## src/hw/pbmc_defs.svh

```systemverilog
`ifndef PBMC_DEFS_SVH
`define PBMC_DEFS_SVH
`define PBMC_OMR_ADDR 8'h3e
`define PBMC_BIT_FSE 7
`define PBMC_BIT_FOS 6
`define PBMC_BIT_IOTS 5
`define PBMC_WAKE_HALF_CLOCKS 3
`define PBMC_CLK_PERIOD_NS 10
`define PBMC_WAKE_NS 15
`define PBMC_WAKE_CYCLES ((`PBMC_WAKE_NS + `PBMC_CLK_PERIOD_NS - 1) / `PBMC_CLK_PERIOD_NS)
`define PBMC_WAKE_W 2
`define PBMC_CCR_SLP_A 3
`define PBMC_CCR_SLP_B 6
`endif

```

## src/hw/pbmc_pkg.sv

```systemverilog
package pbmc_pkg;
  typedef enum logic [3:0] {
    PBMC_RUN = 4'h1,
    PBMC_HALT = 4'h2,
    PBMC_SLEEP = 4'h4,
    PBMC_WAKE = 4'h8
  } pbmc_state_t;

  typedef struct packed {
    logic fetch;
    logic maskable_interrupt_inputs_ack;
    logic nmi_ack_first;
    logic return_from_interrupt_opcode_fetch;
    logic io_cycle;
    logic io_read;
    logic t2_rise;
  } pbmc_cycle_t;

  typedef struct packed {
    logic fetch_strobe_n;
    logic halt_n;
    logic cycle_status;
    logic io_request_strobe_n;
    logic read_strobe_n;
  } pbmc_pins_t;
endpackage : pbmc_pkg

```

## src/hw/pbmc_mode_ctrl.sv

```systemverilog
`timescale 1ns/1ps
`include "pbmc_defs.svh"
// Operation
// - reset sets fetch strobe enable
// - enable drives strobe on fetch, acks
// - enable: return opcode fetched once, fast
// - disabled: no strobe, return opcode refetched
// - one-shot bit reads one, resets one
// - writing zero strobes next fetch once
// - timing select resets one, alternate timing
// - select zero: io strobes at T2 rise
// - halt pin high in normal run
// - halt: refetch, all three pins low
// - halt keeps clocks, refresh, DMA running
// - halt exits on reset or interrupt
// - sleep entered when stop bits clear
// - sleep gates core and DMA clocks
// - sleep holds bus outputs high unless bus granted, halt low
// - sleep keeps serial and timers running
// - enabled interrupts wake from sleep
// - global enable set: service interrupt
// - global enable clear: just continue
// - resume 2 clocks after wake (15 ns rounded up to whole clocks)
// - peripheral stop halts serial and timers
// - sleep with stop gives system stop
// - status pins encode sleep and halt
module pbmc_mode_ctrl (
  input wire logic i_clk,
  input wire logic i_reset_n,
  input wire logic i_reg_wr,
  input wire logic i_reg_rd,
  input wire logic [7:0] i_reg_addr,
  input wire logic [7:0] i_reg_wdata,
  input wire pbmc_pkg::pbmc_cycle_t i_cycle,
  input wire logic i_halt_exec,
  input wire logic i_sleep_exec,
  input wire logic i_peripheral_stop,
  input wire logic [7:0] i_cpu_control,
  input wire logic i_global_int_enable,
  input wire logic i_onchip_int,
  input wire logic i_nmi_req,
  input wire logic i_maskable_int_req,
  input wire logic i_bus_granted,
  output logic [7:0] o_reg_rdata,
  output pbmc_pkg::pbmc_pins_t o_pins,
  output logic o_bus_idle_high,
  output logic o_core_clk_en,
  output logic o_dma_clk_en,
  output logic o_refresh_en,
  output logic o_periph_clk_en,
  output logic o_sysclk_out_en,
  output logic o_int_service,
  output logic o_return_from_interrupt_opcode_refetch
);
  logic rst_meta_q, rst_sync_q;
  always_ff @(posedge i_clk or negedge i_reset_n) begin
    if (!i_reset_n) begin
      rst_meta_q <= 1'b0;
      rst_sync_q <= 1'b0;
    end else begin
      rst_meta_q <= 1'b1;
      rst_sync_q <= rst_meta_q;
    end
  end

  // wake sources are asynchronous to this block; two stages before use
  logic [2:0] wk_meta_q, wk_sync_q;
  always_ff @(posedge i_clk or negedge rst_sync_q) begin
    if (!rst_sync_q) begin
      wk_meta_q <= 3'h0;
      wk_sync_q <= 3'h0;
    end else begin
      wk_meta_q <= {i_onchip_int, i_nmi_req, i_maskable_int_req};
      wk_sync_q <= wk_meta_q;
    end
  end

  function automatic logic reg_hit(input logic [7:0] a);
    reg_hit = (a == `PBMC_OMR_ADDR);
  endfunction : reg_hit

  logic fse_q, fse_d, fos_pend_q, fos_pend_d, iots_q, iots_d;
  logic [7:0] rdata_q, rdata_d;
  pbmc_pkg::pbmc_state_t st_q, st_d;
  logic [`PBMC_WAKE_W-1:0] wcnt_q, wcnt_d;
  logic sysstop_q, sysstop_d, svc_q, svc_d, refetch_q, refetch_d;
  pbmc_pkg::pbmc_pins_t pins_d, pins_q;
  logic idle_d, idle_q, core_d, core_q, dma_d, dma_q, rfsh_d, rfsh_q, per_d, per_q;
  logic wake;

  always_comb begin
    fse_d = fse_q;
    iots_d = iots_q;
    fos_pend_d = fos_pend_q;
    rdata_d = 8'h00;
    if (i_cycle.fetch && fos_pend_q) begin
      fos_pend_d = 1'b0;
    end
    if (i_reg_wr && reg_hit(i_reg_addr)) begin
      fse_d = i_reg_wdata[`PBMC_BIT_FSE];
      iots_d = i_reg_wdata[`PBMC_BIT_IOTS];
      // zero arms the one-shot, one leaves things alone
      if (!i_reg_wdata[`PBMC_BIT_FOS]) begin
        fos_pend_d = 1'b1;
      end
    end
    if (i_reg_rd && reg_hit(i_reg_addr)) begin
      rdata_d[`PBMC_BIT_FSE] = fse_q;
      rdata_d[`PBMC_BIT_FOS] = 1'b1;
      rdata_d[`PBMC_BIT_IOTS] = iots_q;
    end
  end

  always_ff @(posedge i_clk or negedge rst_sync_q) begin
    if (!rst_sync_q) begin
      fse_q <= 1'b1;
      fos_pend_q <= 1'b0;
      iots_q <= 1'b1;
      rdata_q <= 8'h00;
    end else begin
      fse_q <= fse_d;
      fos_pend_q <= fos_pend_d;
      iots_q <= iots_d;
      rdata_q <= rdata_d;
    end
  end

  // under system stop the on-chip sources are frozen and cannot wake
  assign wake = wk_sync_q[1] | wk_sync_q[0] | (wk_sync_q[2] & ~sysstop_q);

  always_comb begin
    st_d = st_q;
    wcnt_d = wcnt_q;
    sysstop_d = sysstop_q;
    svc_d = 1'b0;
    refetch_d = 1'b0;
    case (st_q)
      pbmc_pkg::PBMC_RUN: begin
        if (i_sleep_exec && !i_cpu_control[`PBMC_CCR_SLP_A]
            && !i_cpu_control[`PBMC_CCR_SLP_B]) begin
          st_d = pbmc_pkg::PBMC_SLEEP;
          sysstop_d = i_peripheral_stop;
        end else if (i_halt_exec) begin
          st_d = pbmc_pkg::PBMC_HALT;
        end
        if (i_cycle.return_from_interrupt_opcode_fetch && !fse_q) begin
          refetch_d = 1'b1;
        end
      end
      pbmc_pkg::PBMC_HALT: begin
        if (wake) begin
          st_d = pbmc_pkg::PBMC_RUN;
          svc_d = 1'b1;
        end
      end
      pbmc_pkg::PBMC_SLEEP: begin
        if (wake) begin
          st_d = pbmc_pkg::PBMC_WAKE;
          wcnt_d = `PBMC_WAKE_W'(`PBMC_WAKE_CYCLES);
        end
      end
      pbmc_pkg::PBMC_WAKE: begin
        wcnt_d = wcnt_q - `PBMC_WAKE_W'(1);
        if (wcnt_q == `PBMC_WAKE_W'(1)) begin
          st_d = pbmc_pkg::PBMC_RUN;
          sysstop_d = 1'b0;
          svc_d = i_global_int_enable;
        end
      end
      default: st_d = pbmc_pkg::PBMC_RUN;
    endcase
  end

  always_comb begin
    pins_d.halt_n = 1'b1;
    pins_d.cycle_status = 1'b0;
    pins_d.fetch_strobe_n = 1'b1;
    pins_d.io_request_strobe_n = 1'b1;
    pins_d.read_strobe_n = 1'b1;
    idle_d = 1'b0;
    core_d = 1'b1;
    dma_d = 1'b1;
    rfsh_d = 1'b1;
    per_d = !i_peripheral_stop;
    case (st_q)
      pbmc_pkg::PBMC_HALT: begin
        pins_d.halt_n = 1'b0;
        pins_d.fetch_strobe_n = 1'b0;
      end
      pbmc_pkg::PBMC_SLEEP, pbmc_pkg::PBMC_WAKE: begin
        pins_d.halt_n = 1'b0;
        pins_d.cycle_status = 1'b1;
        idle_d = !i_bus_granted;
        core_d = 1'b0;
        dma_d = 1'b0;
        rfsh_d = 1'b0;
        per_d = !sysstop_q && !i_peripheral_stop;
      end
      default: begin
        if ((i_cycle.fetch && (fse_q || fos_pend_q))
            || (fse_q && (i_cycle.maskable_interrupt_inputs_ack || i_cycle.nmi_ack_first))
            || (i_cycle.return_from_interrupt_opcode_fetch && fse_q)) begin
          pins_d.fetch_strobe_n = 1'b0;
        end
        if (refetch_q) begin
          pins_d.fetch_strobe_n = 1'b0;
        end
        if (i_cycle.io_cycle && (iots_q || i_cycle.t2_rise)) begin
          pins_d.io_request_strobe_n = 1'b0;
          pins_d.read_strobe_n = !i_cycle.io_read;
        end
      end
    endcase
  end

  always_ff @(posedge i_clk or negedge rst_sync_q) begin
    if (!rst_sync_q) begin
      st_q <= pbmc_pkg::PBMC_RUN;
      wcnt_q <= '0;
      sysstop_q <= 1'b0;
      svc_q <= 1'b0;
      refetch_q <= 1'b0;
      pins_q <= '1;
      idle_q <= 1'b0;
      core_q <= 1'b1;
      dma_q <= 1'b1;
      rfsh_q <= 1'b1;
      per_q <= 1'b1;
    end else begin
      st_q <= st_d;
      wcnt_q <= wcnt_d;
      sysstop_q <= sysstop_d;
      svc_q <= svc_d;
      refetch_q <= refetch_d;
      pins_q <= pins_d;
      idle_q <= idle_d;
      core_q <= core_d;
      dma_q <= dma_d;
      rfsh_q <= rfsh_d;
      per_q <= per_d;
    end
  end

  assign o_reg_rdata = rdata_q;
  assign o_pins = pins_q;
  assign o_bus_idle_high = idle_q;
  assign o_core_clk_en = core_q;
  assign o_dma_clk_en = dma_q;
  assign o_refresh_en = rfsh_q;
  assign o_periph_clk_en = per_q;
  assign o_sysclk_out_en = rst_sync_q;
  assign o_int_service = svc_q;
  assign o_return_from_interrupt_opcode_refetch = refetch_q;

  halt_pins_a: assert property (@(posedge i_clk) disable iff (!rst_sync_q)
    st_q == pbmc_pkg::PBMC_HALT |=> (!o_pins.halt_n && !o_pins.fetch_strobe_n
    && !o_pins.cycle_status)) else $error("halt status pins wrong");
  sleep_pins_a: assert property (@(posedge i_clk) disable iff (!rst_sync_q)
    st_q == pbmc_pkg::PBMC_SLEEP |=> (!o_pins.halt_n && o_pins.cycle_status
    && o_pins.fetch_strobe_n)) else $error("sleep status pins wrong");
  run_halt_a: assert property (@(posedge i_clk) disable iff (!rst_sync_q)
    st_q == pbmc_pkg::PBMC_RUN |=> o_pins.halt_n) else $error("halt pin low in run");
  sleep_entry_a: assert property (@(posedge i_clk) disable iff (!rst_sync_q)
    st_q == pbmc_pkg::PBMC_RUN && i_sleep_exec && !i_cpu_control[`PBMC_CCR_SLP_A]
    && !i_cpu_control[`PBMC_CCR_SLP_B] |=> st_q == pbmc_pkg::PBMC_SLEEP)
    else $error("sleep not entered");
  wake_time_a: assert property (@(posedge i_clk) disable iff (!rst_sync_q)
    st_q == pbmc_pkg::PBMC_SLEEP && wake |=> ##2 st_q == pbmc_pkg::PBMC_RUN)
    else $error("wake latency wrong");
  one_shot_a: assert property (@(posedge i_clk) disable iff (!rst_sync_q)
    fos_pend_q && i_cycle.fetch && st_q == pbmc_pkg::PBMC_RUN && !i_reg_wr
    |=> !o_pins.fetch_strobe_n && !fos_pend_q)
    else $error("one-shot strobe missing");
  read_one_a: assert property (@(posedge i_clk) disable iff (!rst_sync_q)
    i_reg_rd && reg_hit(i_reg_addr) |=> o_reg_rdata[`PBMC_BIT_FOS])
    else $error("one-shot read zero");
  sleep_clk_a: assert property (@(posedge i_clk) disable iff (!rst_sync_q)
    st_q == pbmc_pkg::PBMC_SLEEP |=> !o_core_clk_en && !o_dma_clk_en && !o_refresh_en)
    else $error("sleep clocks not gated");
  nomask_a: assert property (@(posedge i_clk) disable iff (!rst_sync_q)
    st_q == pbmc_pkg::PBMC_RUN && !fse_q && !fos_pend_q && !refetch_q && i_cycle.fetch
    && !i_cycle.return_from_interrupt_opcode_fetch |=> o_pins.fetch_strobe_n) else $error("strobe while disabled");
  halt_c: cover property (@(posedge i_clk) st_q == pbmc_pkg::PBMC_HALT ##1
    st_q == pbmc_pkg::PBMC_RUN);
  sleep_c: cover property (@(posedge i_clk) st_q == pbmc_pkg::PBMC_WAKE ##1
    st_q == pbmc_pkg::PBMC_RUN);
  stop_c: cover property (@(posedge i_clk) sysstop_q && st_q == pbmc_pkg::PBMC_SLEEP);
endmodule : pbmc_mode_ctrl

```

## config.mk

```make
export PLATFORM = sky130hd
export DESIGN_NAME = pbmc_mode_ctrl
export DESIGN_NICKNAME = d
export VERILOG_FILES = /design/src/hw/pbmc_pkg.sv /design/src/hw/pbmc_mode_ctrl.sv
export VERILOG_INCLUDE_DIRS = /design/src /design/src/hw
export SDC_FILE = /design/constraint.sdc
export NUM_CORES = 1
export LEC_CHECK = 0
export BUFFER_PORTS_ARGS = -buffer_cell sky130_fd_sc_hd__buf_2
export CORE_MARGIN = 3
export CORE_UTILIZATION = 40
export DETAILED_ROUTE_END_ITERATION = 6
export PLACE_DENSITY = 0.76
export SLEW_MARGIN = 10
export SYNTH_ARGS = -nofsm -noshare
export SYNTH_HDL_FRONTEND = slang
export SYNTH_SLANG_ARGS = --single-unit
```

## constraint.sdc

```tcl
create_clock -name i_clk -period 1.3 [get_ports i_clk]
set_input_delay 0.13 -clock i_clk [delete_from_list [all_inputs] [get_ports i_clk]]
set_output_delay 0.13 -clock i_clk [all_outputs]
set_load 0.005 [all_outputs]
```

# --- Word level (Yosys, flattened, before mapping) ---
# Index checks and enable logic that the tools add are counted.
totals:
  output_inout_bits: 21
  elab_cells: 97
  reg_bits: 31
classes:
  addsub: 1
  muxes: 30
  bitwise_logic: 4
  n_reduce_logical: 30
  eq_ne: 11
ops:
  columns: ["operator", "n"]
  rows:
  - ["$mux 4", 5]
  - ["$mux 1", 16]
  - ["$pmux 4 s4", 1]
  - ["$logic_and 1x1->1", 11]
  - ["$eq 8x6->1 const B", 1]
  - ["$ne 2x2->1 const B", 4]
  - ["$logic_not 1->1", 7]
  - ["$mux 2", 3]
  - ["$pmux 1 s2", 3]
  - ["$logic_or 1x1->1", 5]
  - ["$eq 4x1->1 const B", 1]
  - ["$eq 4x2->1 const B", 1]
  - ["$eq 4x3->1 const B", 1]
  - ["$eq 4x4->1 const B", 1]
  - ["$pmux 2 s2", 1]
  - ["$reduce_and 4->1", 1]
  - ["$reduce_bool 2->1", 2]
  - ["$mux 3", 1]
  - ["$ne 3x3->1 const B", 1]
  - ["$reduce_and 3->1", 1]
  - ["$reduce_or 3->1", 1]
  - ["$eq 2x1->1 const B", 1]
  - ["$or 1x1->1", 2]
  - ["$reduce_and 2->1", 1]
  - ["other kinds (4)", 4]

# --- Depth between registers and ports, before layout ---
# Gate-level depths: netlist of run 1.
depth:
  ltp_word: 7
  depth_mapped: 5
  mapped_depth_nobuf: 4

# --- Worst setup path after synthesis of run 1 ---
# Ideal clock, no wire load.
synth_path:
  path_type: "flip-flop to flip-flop"
  startpoint: "register st_q[0]"
  endpoint: "register sysstop_q"
  arrival_time_ns: 1.539
  path_stages_with_launch: 5
  slack_ns: -0.364
  synth_period_minus_slack_ns: 1.664
  cell_sequence: "dfstp_2 > buf_4 > or4b_4 > nand2b_4 > mux2_4"
synth_between:
  elab_chain_cells: 3
  word_cells_on_any_way: 7
synth_lines:
  columns: ["item", "line", "source"]
  rows:
  - ["from (decl)", "pbmc_mode_ctrl.sv:84", "pbmc_pkg::pbmc_state_t st_q, st_d;"]
  - ["from (signal assigned)", "pbmc_mode_ctrl.sv:218", "st_q <= pbmc_pkg::PBMC_RUN;"]
  - ["from (signal assigned)", "pbmc_mode_ctrl.sv:230", "st_q <= st_d;"]
  - ["$eq 4x1->1 / $eq 4x4->1 (equally long branches)", "pbmc_mode_ctrl.sv:137", "case (st_q)"]
  - ["$ne 2x2->1 (no source line) / $reduce_bool 2->1 (equally long branches)", null, null]
  - ["$reduce_and 3->1 (no source line)", null, null]
  - ["to (signal assigned)", "pbmc_mode_ctrl.sv:232", "sysstop_q <= sysstop_d;"]
  - ["to (decl)", "pbmc_mode_ctrl.sv:86", "logic sysstop_q, sysstop_d, svc_q, svc_d, refetch_q, refetch_d;"]
# Several ways; a longest one is shown, not always the timed one.
# A chain may end at the register's enable or synchronous reset.

# --- Final worst setup path of run 1 ---
# Same ends and word-level chain as after synthesis.

==> results of run 1 <==
what timing repair did:
action	CTS	global route
setup endpoints to repair	8	15
resized for setup	12	15
hold endpoints to repair	10	0
hold buffers	10	0
cloned	0	0
buffers inserted	4	3
pin swaps	4	9
worst max path at each step:
| stage | cells past startpoint | to |
|---|---|---|
| 2_1_floorplan | 4 | sysstop_q |
| 3_3_place_gp | 3 | sysstop_q |
| 3_5_place_dp | 3 | sysstop_q |
| 4_1_cts | 3 | sysstop_q |
| 5_1_grt | 3 | sysstop_q |
| 6_report | 3 | sysstop_q |
sequential cells by signal, indices dropped and copies added, names as in the netlist, 2 cells and up:
register     cells
o_pins           5
st_q             4
o_reg_rdata      3
wk_meta_q        3
wk_sync_q        3
wcnt_q           2
critical path: stages, from the launching register on:
cell and delay [ns]:
dfstp_2 0.54, or4b_4 0.48, nand2b_4 0.16, mux2_4 0.30
power breakdown:
part           switching (mW)  internal [mW]  leakage (nW)  total [mW]
Sequential             0.0523           1.13         0.370        1.18
Combinational           0.516          0.713         0.601        1.23
Clock                   0.329          0.316        0.0375       0.644
kinds of logic (layout without fill, tap and decap cells):
logic type	count (synthesis)	in the layout	synth area share, %
compound gates	22	22	11.6
simple gates	36	36	17.0
xor+xnor	1	1	0.644
other cells	2	6	0.552
flops	31	31	58.0
fa+ha+maj	1	1	0.920
buf+inv	20	97	7.82
mux	4	4	3.50
Yosys cell counts, drive strengths merged, types with 2 or more instances:
library cell and instances:
o21ai 2, and4b 2, nand3 4, a21oi 3, nor3b 2, conb 2
nand4 2, or4b 2, dfrtp 21, a211oi 3, o211ai 2, buf 9
nor2 10, dfstp 10, a21o 2, mux2 3, inv 9, nand2b 6
nor3 2, clkbuf 2
routing by layer:
metal / vias up / GRT usage (%) / share of wire, %
li1: 559 / - / -
met2: 25 / 30.0 / 54
met1: 542 / 21.3 / 41
met3: 6 / 3.87 / 3.7
met4: 0 / 7.65 / 1.5
met5: - / 0 / 0
cell type report:
type | instances | area (um2) | share of cell area [%]
multi-input cells | 70 | 562 | 27.4
clock buffers | 7 | 65.1 | 3.17
repair buffers | 80 | 542 | 26.4
clock inverters | 1 | 7.51 | 0.366
flip-flops and latches | 31 | 788 | 38.4
inverters | 9 | 33.8 | 1.65
well taps | 44 | 55.1 | 2.68
==> run summary, run 1 <==
clock-pin slew on the worst setup and hold paths: 0.09 ns
1st-pass router iterations: 4
setup clock skew after layout: 0.0113 ns
post-synth top area cell: dfrtp_1
Total Power: 3.05 mW
element type at the critical path end: flop
final core utilization: 65.1%
DP Area: 1710 um2
Routed WL per cell: 13.4 um
area of the mapped netlist: 1360 um2
Core Region: 3150 um2
Netlist cell types: 45
cts bufs inserted: 5
Hold WS: 0.0339 ns
period utilisation layout: 121%
Mean Syn Cell Area: 11.6 um2
post-synth top area share: 38.6%
Root Driver: clkbuf_4
ys async rst share: 100%
total grt overflow: 0
Seq/Total Area, Yosys: 58.0%
DRC Markers: 0
failing checks: setup timing
Req. time, crit path: 1.52 ns
Hold Path Stages: 2
final setup fails: 10
fin cells: 242
Port Buffer Count: 47
area grow syn2layout: 51.0%
crit path launch: st_q[0]
Hold Crit Start: i_halt_exec
initial antenna violation count: 0
DP Worst Slack: -0.255 ns
largest cells by area after synthesis: dfrtp_1, dfstp_2, buf_4
Hold Path Class: input pin to flop
GPL Wtd Cong: 0.886
R2R Setup Slk: -0.28 ns
1st-iter DRT viols: 16
Die Y: 64.3 um
Final Instance Area: 2050 um2
clk buf depth: 2
Peak VDD IR: 1.06 mV
Yosys warnings: 0
status: complete, but fails checks
synthesized flop and latch total: 31
R2R cell count: 3
Worst R2R Start: st_q[0]
Worst Tran Pin Value: 0.501 ns
Cell Pwr Density: 1490 nW/um2
most common cell after layout, fill and taps aside: buf_2
diode count: 0
H-tree Lvls: 2
Peak Freq: 634 MHz
starting density of the core: 43.1%
clk_lat worst skew: 0.34 ns
Slew headroom: 66.2%
DRT antenna net count: 0
worst setup margin: -0.279 ns
fill count: 254
Post-Synthesis Cells: 117
P_leak: 1.01 nW
first-pass GRT wire length: 5580 um
most frequent cells in the layout: buf_2, dfrtp_1, buf_4
Hold Path Sink: st_q[1]
dominant synthesized flop cell: dfrtp_1
minimum clock period: 1.58 ns
max-slew violations: 0
reg2reg end: sysstop_q
GRT Util Overall: 17.6%
Post-DP HPWL: 2360 um
placed insts: 217
# IOs: 64
Vias/cell: 4.68
Setup Total Neg Slack: -1.12 ns
RSZ-0062 raised after global routing: true
number of global-route vias before repair: 1213
TritonCTS clock tree: done
WL final: 3250 um
crit path launch type: flop
Critical Path AT: 1.80 ns
Die W: 64.3 um
Vias: 1132
share of cells above drive strength 1: 56.1%
largest net degree at the start of global routing: 16
final hold vios: 0
EDFF count, synth: 0
NumNets Final: 241
CTS sink cnt: 31
num rows: 20
Die ar.: 4140 um2
crit-path max FO: 4
max_cap viols: 0
Crit Path Class: flop to flop
No activity file was read; power rests on OpenSTA's default activity.
==> inputs of run 2 (changes only) <==
--- a/config.mk
+++ b/config.mk
@@ -6,11 +6,13 @@
 export SDC_FILE = /design/constraint.sdc
 export NUM_CORES = 1
 export LEC_CHECK = 0
+export ABC_AREA = 1
 export BUFFER_PORTS_ARGS = -buffer_cell sky130_fd_sc_hd__buf_2
 export CORE_MARGIN = 3
 export CORE_UTILIZATION = 40
 export DETAILED_ROUTE_END_ITERATION = 6
-export PLACE_DENSITY = 0.76
+export PLACE_DENSITY = 0.78
+export REMOVE_ABC_BUFFERS = 1
 export SLEW_MARGIN = 10
 export SYNTH_ARGS = -nofsm -noshare
 export SYNTH_HDL_FRONTEND = slang
==> run 2 against run 1 <==
The run now ends clean. Fmax is 30% higher. Utilization is 6.3 points lower. First-iteration DRC count grew 69%. Cell count down 3.7%. Worst setup slack better by 0.36 ns. Synthesized area is 6.4% lower. Via count shrank 9.0%. Cell area fell by 17%. Clock power hardly changed. Global-route usage fell by 2.6 points. Critical path depth increased by 4. Sequential share of layout area rose by 7.8 points. Critical endpoint unchanged. Highest routed layer unchanged.
==> run summary, run 2 <==
minimum clock period: 1.21 ns
Die Y: 62.4 um
Net Switching: 0.727 mW
area of the mapped netlist: 1270 um2
cts bufs inserted: 5
Mean Syn Cell Area: 9.94 um2
Largest register FFs: 5
first-pass GRT wire length: 4490 um
ys async rst share: 100%
synthesized flop and latch total: 31
final setup fails: 0
period utilisation layout: 93.4%
Final Instance Area: 1710 um2
Most common cell on crit path: nand2_1
post-synth top area cell: dfrtp_1
DRC Markers: 0
DP Worst Slack: 0.106 ns
CTS sink cnt: 31
critical-path cell list: nand2_1 -> nor2_1 -> nand2_1 -> nand2_1 -> nand2_1 -> nand2_1 -> nand2_1
Die W: 62.4 um
fin cells: 233
H-tree Lvls: 2
largest net degree at the start of global routing: 21
num rows: 19
Hold Path Class: input pin to flop
EDFF count, synth: 0
starting density of the core: 43.9%
P_int: 1.70 mW
max-slew violations: 0
most frequent cells after synthesis: nand2_1, dfrtp_1, inv_1, dfstp_2, nor2_1
Hold Path Sink: iots_q
total grt overflow: 0
final core utilization: 58.8%
TritonCTS clock tree: done
GRT Util Overall: 15.0%
clock-pin slew on the worst setup and hold paths: 0.10 ns
Cell Pwr Density: 1420 nW/um2
Vias: 1030
Die ar.: 3890 um2
1st-pass router iterations: 3
CP max stage delay: 0.59 ns
Netlist cell types: 23
Worst R2R Start: st_q[0]
share of cells above drive strength 1: 41.4%
slowest cell on the critical path: dfstp_2
clk_lat worst skew: 0.33 ns
Hold Crit Start: i_reg_wdata[5]
sw frac: 30.0%
Seq pwr share: 51.3%
DP Area: 1540 um2
post-synth top area share: 41.3%
number of global-route vias before repair: 1081
Peak VDD IR: 0.694 mV
Hold Path Stages: 3
RSZ-0062 raised after global routing: false
largest cells by area after synthesis: dfrtp_1, dfstp_2, nand2_1
diode count: 0
element type at the critical path end: flop
WL final: 2690 um
placed insts: 216
Vias/cell: 4.42
combinational share of power: 22.2%
clock power share: 26.5%
Hold WS: 0.0185 ns
multi-input logic area: 384 um2
DRT antenna net count: 0
Seq/Total Area, Yosys: 61.9%
Post-DP HPWL: 2120 um
crit path launch type: flop
R2R Setup Slk: 0.09 ns
postcts setup bufs: 0
area grow syn2layout: 34.0%
P_leak: 0.908 nW
register area: 788 um2
Port Buffer Count: 47
most frequent cell after synthesis: nand2_1
Critical Path AT: 1.44 ns
GPL Wtd Cong: 0.797
Req. time, crit path: 1.53 ns
reg2reg end: sysstop_q
Core Region: 2900 um2
NumNets Final: 234
fill count: 274
max_cap viols: 0
clk buf depth: 2
Crit Path Class: flop to flop
Yosys warnings: 0
R2R cell count: 7
crit-path max FO: 4
Routed WL per cell: 11.5 um
# IOs: 64
1st-iter DRT viols: 27
worst setup margin: 0.0860 ns
status: finished clean
Post-Synthesis Cells: 128
dominant synthesized flop cell: dfrtp_1
most common cell after layout, fill and taps aside: buf_2
setup clock skew after layout: 0.0123 ns
Root Driver: clkbuf_4
Peak Freq: 824 MHz
final hold vios: 0
most frequent cells in the layout: buf_2, nand2_1, dfrtp_1
Total Power: 2.43 mW
initial antenna violation count: 0
Setup Total Neg Slack: 0 ns
run 2: cell types whose count changed in the layout (fill, tap and decap cells not counted), moves of 3 or more:
cell      change
buf_4        -12
nand3_1       +5
nor2_2        +4
nand2_1      +23
o21ai_0       +6
inv_1        +10
buf_6         -9
nand2b_1      -3
run 2: layout make-up:
type	count	area share (%)
sequential	31	46.2
tap	42	3.08
clock buffer	7	3.82
timing repair buffer	58	20.0
inverter	18	3.96
multi-input combinational	76	22.5
clock inverter	1	0.440
run 2: critical path: cells and delay by family (launching register included):
kind / cells / cell delay [ns]
AND/OR/NAND/NOR: 7 / 0.52
flip-flops: 1 / 0.59
run 2: worst max-delay path by stage:
| stage | from | end | slack (ns) |
|---|---|---|---|
| global placement | st_q[0] | sysstop_q | 0.12 |
| detailed placement | st_q[0] | o_pins[0] | 0.11 |
| CTS | st_q[0] | sysstop_q | 0.10 |
| floorplan | st_q[0] | sysstop_q | 0.19 |
| finish | st_q[0] | sysstop_q | 0.09 |
| global route | st_q[0] | o_pins[0] | 0.01 |
run 2: per-layer routing:
layer | vias up | track usage (%) | wire [um]
li1 | 512 | - | -
met1 | 464 | 16.2 | 1090
met2 | 49 | 25.8 | 1300
met3 | 5 | 5.94 | 238
met4 | 0 | 6.61 | 54
met5 | - | 0 | 0
run 2: repair_timing:
item	4_1_cts	5_1_grt
resized for setup	0	2
hold endpoints to repair	10	0
hold buffers	9	0
endpoints found under the setup margin	0	1
run 2: kinds of logic (layout without fill, tap and decap cells):
kind of cell	Yosys count	after routing	share of synthesized area (%)
and+or+nand+nor	56	56	21.6
AOI/OAI and AO/OA	13	13	5.41
adders and majority gates	1	1	0.983
buffers and inverters	25	84	9.44
other	2	6	0.590
DFF	31	31	61.9
run 2: power by group through the flow:
| stage | clock, mW | sequential, mW | combinational [mW] |
|---|---|---|---|
| detailed placement | 0 | 1.26 | 0.524 |
| finish | 0.642 | 1.24 | 0.540 |
| global route | 0.707 | 1.26 | 0.620 |
| CTS | 0.664 | 1.24 | 0.545 |
| floorplan | 0 | 1.27 | 0.307 |
| global placement | 0 | 1.25 | 0.498 |
